==> src/spm_pkg.sv <==
// Constants, field positions and types for the serial peripheral port
package spm_pkg;

    // ==========================================================
    // Register byte addresses
    localparam logic [31:0] SPM_CTRL_ADDR = 32'h1590_0000;
    localparam logic [31:0] SPM_STAT_ADDR = 32'h1590_0004;
    localparam logic [31:0] SPM_PIN_ADDR = 32'h1590_0008;
    localparam logic [31:0] SPM_PRE_ADDR = 32'h1590_000C;
    localparam logic [31:0] SPM_TX_ADDR = 32'h1590_0010;
    localparam logic [31:0] SPM_RX_ADDR = 32'h1590_0014;

    // ==========================================================
    // Reset values
    localparam logic [7:0] SPM_CTRL_RST = 8'h00;
    localparam logic [7:0] SPM_STAT_RST = 8'h01;
    localparam logic [7:0] SPM_PIN_RST = 8'h02;
    localparam logic [7:0] SPM_PRE_RST = 8'h00;
    localparam logic [7:0] SPM_TX_RST = 8'h00;
    localparam logic [7:0] SPM_RX_RST = 8'h00;

    // ==========================================================
    // Control register fields
    localparam int SPM_CTRL_EN = 7;
    localparam int SPM_CTRL_MODE_HI = 6;
    localparam int SPM_CTRL_MODE_LO = 5;
    localparam int SPM_CTRL_GATE = 4;
    localparam int SPM_CTRL_MASTER_SELECT = 3;
    localparam int SPM_CTRL_CLOCK_POLARITY = 2;
    localparam int SPM_CTRL_CLOCK_PHASE = 1;
    localparam int SPM_CTRL_ADUM = 0;

    // ==========================================================
    // Status and pin control fields
    localparam int SPM_STAT_COL = 2;
    localparam int SPM_STAT_MMF = 1;
    localparam int SPM_STAT_RDY = 0;
    localparam int SPM_PIN_MMDE = 2;
    localparam int SPM_PIN_CS = 1;
    localparam int SPM_PIN_KEEP = 0;

    // ==========================================================
    // Transfer constants
    localparam logic [7:0] SPM_DUMMY_BYTE = 8'hFF;
    localparam logic [3:0] SPM_LAST_EDGE = 4'hF;
    localparam logic [2:0] SPM_LAST_BIT = 3'h7;

    typedef enum logic [1:0] {
        SPM_MODE_POLL = 2'b00,
        SPM_MODE_IRQ = 2'b01,
        SPM_MODE_DMA = 2'b10,
        SPM_MODE_RSVD = 2'b11
    } spm_mode_t;

endpackage : spm_pkg

==> src/spm_port.sv <==
// Byte-wide master/slave serial peripheral port with register and DMA access
`timescale 1ns/100ps
// How it works
// - Mode field picks polling, interrupt or DMA service; code 11 is unused.
// - Prescaler gate enables divided serial clock, master mode only.
// - Master select bit: 0 slave on external clock, 1 master driving clock.
// - Polarity bit: 0 idles clock low, 1 idles clock high.
// - Phase bit picks format A or B for launch and sample edges.
// - Auto-dummy: reading received byte starts a 0xFF transfer.
// - Write or read of data during a transfer sets collision flag; status read clears.
// - Master with detection on: select going low sets multi-master flag.
// - Ready flag resets high, clears on transmit write, sets at byte end.
// - When enabled, clock and data pin directions follow master select.
// - As slave, select pin is always an input.
// - Detection on in master mode makes select pin a monitored input.
// - Master drives select pin from card select bit unless detection on.
// - Keep bit: 0 releases master out line after a byte, 1 holds it.
// - Master drives out and clock, samples in; slave does the reverse.
// - Multi-master error clears master select, sets flag, raises interrupt.
// - Serial clock is bus clock divided by two, and with the gate set also by prescaler plus one.
// - DMA transmit: request, take one byte, shift it out, repeat.
// - DMA receive with auto-dummy: request per byte, then send 0xFF.
// - Transmit write while enabled as master starts an eight-bit exchange.
// - Each completed byte lands in the read-only receive register.
module spm_port
    import spm_pkg::*;
(
    // Clock and reset
    input wire logic clk_sys,
    input wire logic rst_n,
    // Register port
    input wire logic [31:0] reg_addr,
    input wire logic [31:0] reg_wdata,
    input wire logic reg_wr,
    input wire logic reg_rd,
    output logic [31:0] reg_rdata,
    // DMA channel
    output logic dma_req,
    input wire logic dma_ack,
    input wire logic [7:0] dma_wdata,
    output logic [7:0] dma_rdata,
    // Interrupt
    output logic spi_irq,
    // Serial clock pin
    input wire logic sck_i,
    output logic sck_o,
    output logic sck_oe,
    // Master out pin
    input wire logic mosi_i,
    output logic mosi_o,
    output logic mosi_oe,
    // Master in pin
    input wire logic miso_i,
    output logic miso_o,
    output logic miso_oe,
    // Slave select pin
    input wire logic ss_n_i,
    output logic ss_n_o,
    output logic ss_n_oe
);

    // ==========================================================
    // State
    logic [7:0] ctrl_q;
    logic [2:0] pin_q;
    logic [7:0] pre_q;
    logic [7:0] tx_q;
    logic [7:0] rx_q;
    logic [7:0] sh_q;
    logic [7:0] rxsh_q;
    logic [7:0] div_q;
    logic [3:0] edge_q;
    logic [2:0] bits_q;
    logic [31:0] rdata_q;
    logic col_q;
    logic mmf_q;
    logic rdy_q;
    logic busy_q;
    logic sck_q;
    logic out_q;
    logic irq_q;
    logic sck_prev_q;
    logic ss_prev_q;

    // ==========================================================
    // Decode and configuration
    logic en;
    logic master;
    logic clock_polarity;
    logic clock_phase;
    logic adum;
    logic mmde;
    spm_mode_t mode;
    logic wr_ctrl;
    logic wr_pin;
    logic wr_pre;
    logic wr_tx;
    logic rd_rx;
    logic rd_stat;
    logic dma_take;
    logic load_req;
    logic [7:0] load_data;
    logic start;
    logic mm_err;
    logic tick;
    logic m_lead;
    logic m_trail;
    logic selected;
    logic s_lead;
    logic s_trail;
    logic s_begin;
    logic active;
    logic lead;
    logic trail;
    logic sample;
    logic launch;
    logic din;
    logic done;
    logic [7:0] rx_next;

    assign en = ctrl_q[SPM_CTRL_EN];
    assign master = ctrl_q[SPM_CTRL_MASTER_SELECT];
    assign clock_polarity = ctrl_q[SPM_CTRL_CLOCK_POLARITY];
    assign clock_phase = ctrl_q[SPM_CTRL_CLOCK_PHASE];
    assign adum = ctrl_q[SPM_CTRL_ADUM];
    assign mode = spm_mode_t'(ctrl_q[SPM_CTRL_MODE_HI:SPM_CTRL_MODE_LO]);
    assign mmde = pin_q[SPM_PIN_MMDE];

    assign wr_ctrl = reg_wr && (reg_addr == SPM_CTRL_ADDR);
    assign wr_pin = reg_wr && (reg_addr == SPM_PIN_ADDR);
    assign wr_pre = reg_wr && (reg_addr == SPM_PRE_ADDR);
    assign wr_tx = reg_wr && (reg_addr == SPM_TX_ADDR);
    assign rd_rx = reg_rd && (reg_addr == SPM_RX_ADDR);
    assign rd_stat = reg_rd && (reg_addr == SPM_STAT_ADDR);
    assign dma_take = dma_ack && (mode == SPM_MODE_DMA);

    // ==========================================================
    // Transfer launch requests
    assign load_req = !busy_q && (wr_tx || (adum && rd_rx) || dma_take);
    assign load_data = wr_tx ? reg_wdata[7:0] : (adum ? SPM_DUMMY_BYTE : dma_wdata);
    assign start = load_req && en && master;
    assign mm_err = en && master && mmde && ss_prev_q && !ss_n_i;

    // ==========================================================
    // Edge generation, master and slave
    assign tick = busy_q && master && (!ctrl_q[SPM_CTRL_GATE] || (div_q == pre_q));
    assign m_lead = tick && !edge_q[0];
    assign m_trail = tick && edge_q[0];
    assign selected = en && !master && !ss_n_i;
    assign s_lead = selected && (sck_prev_q == clock_polarity) && (sck_i != clock_polarity);
    assign s_trail = selected && (sck_prev_q != clock_polarity) && (sck_i == clock_polarity);
    assign s_begin = s_lead && !busy_q;
    assign active = busy_q || s_begin;
    assign lead = master ? m_lead : (s_lead && active);
    assign trail = master ? m_trail : (s_trail && active);
    assign sample = clock_phase ? trail : lead;
    assign launch = clock_phase ? lead : (trail && !(master && edge_q == SPM_LAST_EDGE));
    assign din = master ? miso_i : mosi_i;
    assign rx_next = sample ? {rxsh_q[6:0], din} : rxsh_q;
    assign done = master ? (m_trail && edge_q == SPM_LAST_EDGE)
                         : (sample && active && bits_q == SPM_LAST_BIT);

    // ==========================================================
    // Control register
    always_ff @(posedge clk_sys or negedge rst_n) begin
        if (!rst_n) begin
            ctrl_q <= SPM_CTRL_RST;
        end else begin
            if (wr_ctrl) begin
                ctrl_q <= reg_wdata[7:0];
            end
            if (mm_err) begin
                ctrl_q[SPM_CTRL_MASTER_SELECT] <= 1'b0;
            end
        end
    end

    // ==========================================================
    // Pin control and prescaler registers
    always_ff @(posedge clk_sys or negedge rst_n) begin
        if (!rst_n) begin
            pin_q <= SPM_PIN_RST[2:0];
            pre_q <= SPM_PRE_RST;
        end else begin
            if (wr_pin) begin
                pin_q <= reg_wdata[2:0];
            end
            if (wr_pre) begin
                pre_q <= reg_wdata[7:0];
            end
        end
    end

    // ==========================================================
    // Status flags, set wins over clear
    always_ff @(posedge clk_sys or negedge rst_n) begin
        if (!rst_n) begin
            col_q <= SPM_STAT_RST[SPM_STAT_COL];
            mmf_q <= SPM_STAT_RST[SPM_STAT_MMF];
            rdy_q <= SPM_STAT_RST[SPM_STAT_RDY];
        end else begin
            if (busy_q && (wr_tx || rd_rx)) begin
                col_q <= 1'b1;
            end else if (rd_stat) begin
                col_q <= 1'b0;
            end
            if (mm_err) begin
                mmf_q <= 1'b1;
            end else if (rd_stat) begin
                mmf_q <= 1'b0;
            end
            if (done) begin
                rdy_q <= 1'b1;
            end else if (load_req) begin
                rdy_q <= 1'b0;
            end
        end
    end

    // ==========================================================
    // Transfer activity and counters
    always_ff @(posedge clk_sys or negedge rst_n) begin
        if (!rst_n) begin
            busy_q <= 1'b0;
            edge_q <= 4'h0;
            bits_q <= 3'h0;
            div_q <= 8'h00;
        end else begin
            if (start || s_begin) begin
                busy_q <= 1'b1;
            end else if (done || mm_err || !en || (!master && ss_n_i)) begin
                busy_q <= 1'b0;
            end
            if (start) begin
                edge_q <= 4'h0;
            end else if (tick) begin
                edge_q <= edge_q + 4'h1;
            end
            if (start) begin
                bits_q <= 3'h0;
            end else if (s_begin) begin
                bits_q <= sample ? 3'h1 : 3'h0;
            end else if (sample && active) begin
                bits_q <= bits_q + 3'h1;
            end
            if (!busy_q || tick) begin
                div_q <= 8'h00;
            end else begin
                div_q <= div_q + 8'h01;
            end
        end
    end

    // ==========================================================
    // Shift registers and serial clock
    always_ff @(posedge clk_sys or negedge rst_n) begin
        if (!rst_n) begin
            sh_q <= 8'h00;
            rxsh_q <= 8'h00;
            out_q <= 1'b0;
            sck_q <= 1'b0;
        end else begin
            if (load_req) begin
                if (!clock_phase) begin
                    out_q <= load_data[7];
                    sh_q <= {load_data[6:0], 1'b0};
                end else begin
                    sh_q <= load_data;
                end
            end else if (launch && active) begin
                out_q <= sh_q[7];
                sh_q <= {sh_q[6:0], 1'b0};
            end
            if (active) begin
                rxsh_q <= rx_next;
            end
            if (busy_q && master) begin
                sck_q <= tick ? !sck_q : sck_q;
            end else begin
                sck_q <= clock_polarity;
            end
        end
    end

    // ==========================================================
    // Data registers and interrupt
    always_ff @(posedge clk_sys or negedge rst_n) begin
        if (!rst_n) begin
            tx_q <= SPM_TX_RST;
            rx_q <= SPM_RX_RST;
            irq_q <= 1'b0;
        end else begin
            if (load_req) begin
                tx_q <= load_data;
            end
            if (done) begin
                rx_q <= rx_next;
            end
            irq_q <= (done && mode == SPM_MODE_IRQ) || mm_err;
        end
    end

    // ==========================================================
    // Register read port
    always_ff @(posedge clk_sys or negedge rst_n) begin
        if (!rst_n) begin
            rdata_q <= 32'h0000_0000;
        end else if (reg_rd) begin
            unique case (reg_addr)
                SPM_CTRL_ADDR: rdata_q <= {24'h00_0000, ctrl_q};
                SPM_STAT_ADDR: rdata_q <= {29'h0000_0000, col_q, mmf_q, rdy_q};
                SPM_PIN_ADDR: rdata_q <= {29'h0000_0000, pin_q};
                SPM_PRE_ADDR: rdata_q <= {24'h00_0000, pre_q};
                SPM_TX_ADDR: rdata_q <= {24'h00_0000, tx_q};
                SPM_RX_ADDR: rdata_q <= {24'h00_0000, rx_q};
                default: rdata_q <= 32'h0000_0000;
            endcase
        end else begin
            rdata_q <= 32'h0000_0000;
        end
    end

    // ==========================================================
    // Edge history of pins
    always_ff @(posedge clk_sys or negedge rst_n) begin
        if (!rst_n) begin
            sck_prev_q <= 1'b0;
            ss_prev_q <= 1'b1;
        end else begin
            sck_prev_q <= sck_i;
            ss_prev_q <= ss_n_i;
        end
    end

    // ==========================================================
    // Outputs
    assign reg_rdata = rdata_q;
    assign dma_req = en && (mode == SPM_MODE_DMA) && rdy_q && !busy_q;
    assign dma_rdata = rx_q;
    assign spi_irq = irq_q;
    assign sck_o = sck_q;
    assign sck_oe = en && master;
    assign mosi_o = out_q;
    assign mosi_oe = en && master && (busy_q || pin_q[SPM_PIN_KEEP]);
    assign miso_o = out_q;
    assign miso_oe = en && !master && !ss_n_i;
    assign ss_n_o = pin_q[SPM_PIN_CS];
    assign ss_n_oe = master && !mmde;

endmodule : spm_port

==> config.mk <==
export PLATFORM = sky130hd
export DESIGN_NAME = spm_port
export DESIGN_NICKNAME = d
export VERILOG_FILES = /design/src/spm_pkg.sv /design/src/spm_port.sv
export SDC_FILE = /design/constraint.sdc
export NUM_CORES = 1
export LEC_CHECK = 0
export BUFFER_PORTS_ARGS = -buffer_cell sky130_fd_sc_hd__buf_2
export CAP_MARGIN = 40
export CORE_AREA = 5 5 95 97
export CTS_CLUSTER_SIZE = 10
export DETAILED_ROUTE_END_ITERATION = 6
export DIE_AREA = 0 0 100 102
export HOLD_SLACK_MARGIN = 0.05
export MAX_ROUTING_LAYER = met4
export PLACE_DENSITY = 0.88
export SLEW_MARGIN = 10
export SYNTH_ARGS = -nofsm -noshare
export SYNTH_HDL_FRONTEND = slang
export SYNTH_SLANG_ARGS = --single-unit
==> constraint.sdc <==
create_clock -name clk_sys -period 5.7 [get_ports clk_sys]
set_input_delay 0.57 -clock clk_sys [delete_from_list [all_inputs] [get_ports clk_sys]]
set_output_delay 0.57 -clock clk_sys [all_outputs]
set_load 0.01 [all_outputs]
Word-level counts from Yosys, hierarchy flattened
Index checks and enable logic that the tools add are counted.
- register bits after elaboration: 107
- latch bits: 0
- RAM bits: 0
- ROM bits: 0
- input port bits: 81
- output and inout bits: 50
- word-level logic and storage cells: 148
- memories: 0
- add/subtract/negate cells: 3
- $mul: 0
- divide/modulo/power cells: 0
- $lt $le $gt $ge: 0
- equal/unequal tests: 17
- shift operators: 0
- mux-type cells: 35
- bitwise gates (word level): 0
- reductions and logical operators: 72
- operators with widths (kind ; count):
    32-bit by 29-bit equality test with 1-bit output, second input constant ; 6
    8-bit two-way mux ; 7
    8-bit one-hot mux with 6 select lines ; 1
    1-bit logical AND ; 42
    32-bit two-way mux ; 1
    1-bit two-way mux ; 20
    2-bit nonzero test ; 7
    1-bit logical OR ; 12
    4-bit two-way mux ; 3
    1-bit zero test ; 9
    3-bit two-way mux ; 3
    8-bit by 1-bit adder with 8-bit output, second input constant ; 1
    8-bit equality test ; 1
    4-bit by 1-bit adder with 4-bit output, second input constant ; 1
    4-bit equality test, second input constant ; 1
    2-bit inequality test, second input constant ; 2
    3-bit by 1-bit adder with 3-bit output, second input constant ; 1
    3-bit equality test, second input constant ; 1
    3-bit nonzero test ; 1
    1-bit equality test ; 2
    2-bit by 1-bit equality test with 1-bit output, second input constant ; 1
    2-bit equality test, second input constant ; 1
    1-bit inequality test ; 2
    2-bit AND reduction ; 1

Logic depth before layout (Yosys ltp)
Gate-level depths: netlist of the first run.
- word-level depth: 18
- mapped depth: 9
- depth with buffers taken out: 8

Worst setup path after synthesis of the first run
No wires, ideal clock.
- path kind: input to register
- from: input port reg_addr[9]
- to: register out_q, in the netlist miso_o
- library setup time: 0.126 ns
- arrival time: 2.463 ns
- data required time: 5.574 ns
- path slack: 3.111 ns
- stages: 7
- path buffers: 0
- cell sequence: or4_4 > nor4_4 > nand4_1 > a21oi_2 > nor2_2 > a21o_1 > a221o_1
- longest elaborated chain between the ends: 8
- elaborated cells on any way between the ends: 14
- ends and longest elaborated chain (item ; line ; RTL):
    start, declared ; spm_port.sv:32 ; input wire logic [31:0] reg_addr,
    32-bit by 29-bit equality test with 1-bit output ; spm_port.sv:133 ; assign rd_rx = reg_rd && (reg_addr == SPM_RX_ADDR);
    1-bit logical AND ; spm_port.sv:133 ;
    1-bit logical AND ; spm_port.sv:139 ; assign load_req = !busy_q && (wr_tx || (adum && rd_rx) || dma_take);
    1-bit logical OR (2 in a row) ; spm_port.sv:139 ;
    1-bit logical AND ; spm_port.sv:139 ;
    2-bit inequality test (no source line) or 2-bit nonzero test (tied branches) ; -- ;
    2-bit AND reduction (no source line) ; -- ;
    end signal, assigned ; spm_port.sv:265 ; out_q <= load_data[7];
    end signal, assigned ; spm_port.sv:271 ; out_q <= sh_q[7];
    end, declared ; spm_port.sv:80 ; logic out_q;
Several ways; a longest one is shown, not always the timed one. The select of a mux whose other input is x is not followed.
A chain may end at the register's enable or synchronous reset.

Final worst setup path of the first run
- from: input port reg_addr[9]
- to: register sh_q[7]
- longest elaborated chain between the ends: 7
- elaborated cells on any way between the ends: 12
- ends and longest elaborated chain (item ; line ; RTL):
    32-bit by 29-bit equality test with 1-bit output ; spm_port.sv:133 ;
    1-bit logical AND ; spm_port.sv:133 ;
    1-bit logical AND ; spm_port.sv:139 ;
    1-bit logical OR (2 in a row) ; spm_port.sv:139 ;
    1-bit logical AND ; spm_port.sv:139 ;
    8-bit two-way mux or 2-bit nonzero test (tied branches) ; -- ;
    end signal, assigned ; spm_port.sv:266 ; sh_q <= {load_data[6:0], 1'b0};
    end signal, assigned ; spm_port.sv:268 ; sh_q <= load_data;
    end signal, assigned ; spm_port.sv:272 ; sh_q <= {sh_q[6:0], 1'b0};
    end, declared ; spm_port.sv:69 ; logic [7:0] sh_q;
Several ways; a longest one is shown, not always the timed one.

==> impl_metrics.yaml, run 1 <==
outcome:
  status: "finished, final reports clean"
clock_tree:
  cts_root_buffer: "clkbuf_8"
  htree_levels: 3
  cts_sinks: 83
  post_cts_buffers: 0
  cts_buffers: 9
  cts_resized: 0
  clock_latency_ns: 0.36
  clk_path_buf_depth: 2
  cts_tree: "built"
  cts.clk_slew.worst_paths_ns: 0.08
  hold_buffers: 0
placement:
  dpl_cell_area_um2: 4780
  dp_hpwl_um: 7940
  pre_cts_ws_ns: 2.38
  placedCellCount: 574
  port_buffers: 82
  gp_congestion: 0.889
floorplan:
  ios: 131
  core_area_um2: 8050
  dieArea_um2: 10200
  die_w_um: 100
  rows: 33
  die_h_um: 102
  start_util_pct: 54.2
drt:
  wl_per_cell_um: 18.2
  first_pass_iters: 6
  drtIter0Drc: 236
  vias: 3537
  vias_per_cell: 5.99
  ant_nets: 0
  drc: 0
  wl_um: 10700
sta:
  drv_slew: 0
  rsz0062_at_grt: "no"
  fin_hold_ws_ns: 0.134
  setup_slack_ns: 2.67
  hold_viol: 0
  slew-limit-headroom_pct: 50.9
  fin_crit_sh_pct: 53.2
  fmax_mhz: 330
  finClkSkew_ns: 0.00810
  worst_pin_slew_ns: 0.737
  period_needed_ns: 3.03
  finalSetupTns_ns: 0
  setup_viol: 0
synthesis:
  synthCells: 402
  synth_edf_count: 0
  synth_top_family_by_area: "simple AND/OR/NAND/NOR gates"
  syn_area_um2: 4360
  synth_mux_area_share_pct: 13.3
  synth_compound_area_share_pct: 12.4
  synth-simple-area-share_pct: 15.5
  ys.flop_type: "dfrtp_1"
  ys_types: 57
  synthAdderAreaFrac_pct: 1.15
  async_reset_ff_share_pct: 100
  ys_seq_elements: 83
  syn_avg_cell_area_um2: 10.9
  yosys_warnings: 0
  yosysSeqAreaShare_pct: 47.7
  synth-xor-area-share_pct: 3.61
grt:
  antenna_found_initial: 0
  grt_pass1_vias: 3506
  track_usage_pct: 22.2
  grt_pass1_wl_um: 17000
  grt_max_degree: 54
  grt_remaining_overflow: 0
power_and_ir_drop:
  power_density_nw_per_um2: 226
  power.total_mw: 1.13
  p_leak_nw: 2.42
  ir_worst_vdd_mv: 0.132
layout:
  stdcell_area_um2: 5010
  final_util_pct: 62.2
  fill_cells: 651
  final_cells: 590
  nNetsFinal: 565
  layout-drive-gt1-share_pct: 33.8
  syn_to_final_growth_pct: 14.8
  n_antenna_cell: 0
setup_path:
  ff2ff_setup_slack_ns: 2.78
  startpoint_type: "primary input"
  required_ns: 5.94
  crit_arrival_ns: 3.27
  path_class: "in2reg"
  worstPathMaxFanout: 15
  cp-end-kind: "register"
flow_run:
  maxCapViolCount: 0
hold_path:
  hold_path.class: "in2async"
worst max-delay path, stage by stage:
cell	delay, ns
buf_2	0.09
or4_4	0.55
nor4_4	0.42
nand4_1	0.55
o21ai_0	0.62
a211oi_1	0.16
a221o_1	0.29
power by group:
part           leakage [nW]  internal, mW  switching, mW
Clock                 0.108         0.258          0.219
Combinational          1.19        0.0243         0.0400
Sequential             1.12         0.590       0.000621
final timing paths:
| kind | startpoint | end | cells past startpoint |
|---|---|---|---|
| min in group clk_sys | ss_n_i | ss_prev_q | 1 |
| hold reg to reg | rdy_q | rdy_q | 2 |
| max in group asynchronous | rst_n | ss_prev_q | 2 |
| setup reg to reg | div_q[3] | dma_rdata[5] | 8 |
| hold / removal | rst_n | tx_q[6] | 1 |
| setup / recovery | reg_addr[9] | sh_q[7] | 7 |
metal layers:
metal  track usage [%]  routed length [um]  vias up
met4              9.33                 305        0
met5                 -                   0        -
met3              5.60                 933       35
li1                  -                   -     1597
met2              37.4                5510      178
met1              25.4                3980     1727
registers in the layout, summed over array words and instances (netlist names), 3 cells and up:
signal	cells
edge_q	4
bits_q	3
dma_rdata	8
reg_rdata	8
pin_q	3
sh_q	8
pre_q	8
div_q	8
ctrl_q	8
rxsh_q	8
tx_q	8
cells by family after synthesis:
family	after synthesis
other	1
XOR/XNOR	18
AND/OR/NAND/NOR	122
flip-flops	83
adder cells (fa/ha/maj)	4
AO/OA/AOI/OAI	79
multiplexers	49
buffers and inverters	46
cells in the final DEF, fill, tap and decap left out, types with 3 or more instances in the layout:
master    instances
nor4b_1           3
clkbuf_8         10
mux4_2            3
inv_1             5
buf_2            81
xor2_1            8
o21ai_0          26
mux2_2           43
and3_1            7
nand2_1          28
nor2_1           28
or3_1             3
buf_4             3
or3b_2            3
nor3b_1           3
nand4_1           9
xnor2_1          10
nand3_1           9
nand3b_1          3
a21o_1            5
mux2i_1           3
dfstp_2           3
a222oi_1          8
o22ai_1           9
ha_1              4
a22oi_1           5
a221o_1           3
dfrtp_1          80
conb_1           24
a21oi_1           5
nor2b_1           6
nor3_1            5
cells in the mapped netlist, drive strengths merged (2+ instances only):
cell type   n  area share [%]
a211oi      2            0.34
a21boi      2            0.34
a21o        5            0.86
a21oi       6            0.77
a221o       3            0.69
a222oi      8             1.8
a22oi       5            0.86
a31oi       2            0.29
a41o        2            0.46
and3        7             1.0
buf        29             4.8
clkbuf     12             1.0
dfrtp      80              46
dfstp       3             1.8
ha          4             1.1
inv         5            0.43
mux2       43              11
mux2i       3            0.69
mux4        3             1.5
nand2      28             2.4
nand3       9             1.0
nand3b      3            0.52
nand4      10             1.6
nor2       30             2.7
nor2b       6            0.86
nor3        5            0.57
nor3b       3            0.52
nor4        2            0.77
nor4b       3            0.60
o211ai      2            0.34
o21a        2            0.34
o21ai      26             3.0
o22ai       9             1.3
or2         2            0.29
or3         3            0.43
or3b        3            0.60
or4         3            0.69
xnor2      10             2.0
xor2        8             1.6
area by class of cell:
| class | count | area (um^2) | area share [%] |
|---|---|---|---|
| multi-input cells | 296 | 2100 | 41.8 |
| inverters | 5 | 18.8 | 0.375 |
| clock inverters | 6 | 88.8 | 1.77 |
| well taps | 105 | 131 | 2.62 |
| flip-flops and latches | 83 | 2080 | 41.5 |
| repair buffers | 85 | 455 | 9.09 |
| clock buffers | 10 | 138 | 2.75 |
No activity file was read; power rests on OpenSTA's default activity.
==> run 2, diff against run 1 <==
Settings changed: CORE_AREA 5 5 95 97 to 5 5 98 100, DIE_AREA 0 0 100 102 to 0 0 103 105, PLACE_DENSITY 0.88 to 0.83.
Clock period 5.7 ns to 3.2 ns, I/O delays scaled along.
==> impl_metrics.yaml, run 2 (same netlist as run 1, synthesis figures left out) <==
setup_path:
  required_ns: 3.44
  worstPathMaxFanout: 11
  slowest_delay_ns: 0.44
  rr_endpoint: "dma_rdata[5]"
  crit_buf_inv: 2
  critPathTopFamily: "multiplexers"
  crit_arrival_ns: 2.91
  crit_chain: "xnor2_1 -> nand4_1 -> o21ai_0 -> buf_4 -> nand4_1 -> a31oi_1 -> buf_4 -> mux2_2 -> mux2_2"
  path_class: "reg2reg"
  reg2regPathDepth: 9
  cp-end-kind: "register"
  rr_startpoint: "div_q[3]"
  ff2ff_setup_slack_ns: 0.53
  cp_slowest_cell: "dfrtp_1"
  startpoint_type: "register"
drt:
  drc: 0
  ant_nets: 0
  wl_per_cell_um: 17.9
  wl_um: 10700
  first_pass_iters: 7
  vias_per_cell: 5.82
  drtIter0Drc: 303
  vias: 3479
grt:
  grt_pass1_wl_um: 16800
  grt_remaining_overflow: 0
  antenna_found_initial: 0
  track_usage_pct: 20.3
  grt_max_degree: 55
  grt_pass1_vias: 3399
sta:
  hold_viol: 0
  fin_hold_ws_ns: 0.101
  finalSetupTns_ns: 0
  drv_slew: 0
  finClkSkew_ns: 0.00983
  period_needed_ns: 2.67
  fmax_mhz: 375
  setup_viol: 0
  slew-limit-headroom_pct: 52.7
  rsz0062_at_grt: "no"
  worst_pin_slew_ns: 0.710
  fin_crit_sh_pct: 83.4
clock_tree:
  cts_root_buffer: "clkbuf_8"
  cts_sinks: 83
  cts_buffers: 9
  post_cts_buffers: 0
  cts_tree: "built"
  cts_resized: 0
  htree_levels: 3
  clk_path_buf_depth: 2
  cts.clk_slew.worst_paths_ns: 0.08
  hold_buffers: 1
  clock_latency_ns: 0.35
placement:
  port_buffers: 82
  dp_hpwl_um: 8120
  gp_congestion: 0.896
layout:
  fill_cells: 732
  nNetsFinal: 570
  final_cell_mix: "buf_2, dfrtp_1, mux2_2"
  syn_to_final_growth_pct: 15.1
  n_antenna_cell: 0
  final_util_pct: 58.5
  final_common_cell: "buf_2"
  layout-drive-gt1-share_pct: 33.7
power_and_ir_drop:
  power_density_nw_per_um2: 384
  ir_worst_vdd_mv: 0.171
  p_leak_nw: 2.44
floorplan:
  die_w_um: 103
  rows: 34
  dieArea_um2: 10800
  start_util_pct: 50.8
  die_h_um: 105
  core_area_um2: 8590
  ios: 131
hold_path:
  min_to: "ss_prev_q"
  hold_path.class: "in2reg"
  holdPathStages: 1
  hold_start: "ss_n_i"
flow_run:
  maxCapViolCount: 0
outcome:
  status: "finished, final reports clean"
## run 2: through the flow
stage	instances	total power, mW	cell area [um^2]	setup WS (ns)
floorplan	425	1.13	4450	0.711
global placement	579	1.18	4780	0.485
CTS	598	1.93	5020	0.530
global route	598	1.99	5020	0.336
finish	598	1.93	5020	0.530
detailed placement	581	1.19	4820	0.457
## run 2: metal layers
metal	vias to the layer above	global-route usage (%)	wire length (um)
li1	1591	-	-
met1	1688	25.0	4210
met2	168	33.6	5430
met3	32	3.40	788
met4	0	6.94	279
met5	-	-	0
## run 2: power by group
| part | switching (mW) | total [mW] | internal, mW |
|---|---|---|---|
| sequential | 0.00115 | 1.05 | 1.05 |
| combinational | 0.0716 | 0.116 | 0.0442 |
| clock | 0.358 | 0.762 | 0.404 |
| total | 0.431 | 1.93 | 1.50 |
## run 2: final cells by class
class / count / area, um^2 / area share [%]
clock inverters: 2 / 35.0 / 0.697
multi-input cells: 296 / 2100 / 41.7
clock buffers: 14 / 163 / 3.24
repair buffers: 90 / 495 / 9.86
flip-flops and latches: 83 / 2080 / 41.4
well taps: 108 / 135 / 2.69
inverters: 5 / 18.8 / 0.374
## run 2: worst max path at each step
stage | from | endpoint | slack, ns | cells past startpoint
2_1_floorplan | div_q[1] | dma_rdata[1] | 0.71 | 8
3_3_place_gp | div_q[0] | dma_rdata[7] | 0.48 | 8
3_5_place_dp | reg_addr[9] | ctrl_q[6] | 0.46 | 7
4_1_cts | div_q[3] | dma_rdata[5] | 0.53 | 9
5_1_grt | pre_q[6] | dma_rdata[5] | 0.34 | 9
6_report | div_q[3] | dma_rdata[5] | 0.53 | 9
## run 2: worst register-to-register path, stage by stage, from the launching register on
cell	delay, ns
dfrtp_1	0.44
xnor2_1	0.21
nand4_1	0.14
o21ai_0	0.28
buf_4	0.19
nand4_1	0.16
a31oi_1	0.26
buf_4	0.26
mux2_2	0.38
mux2_2	0.27
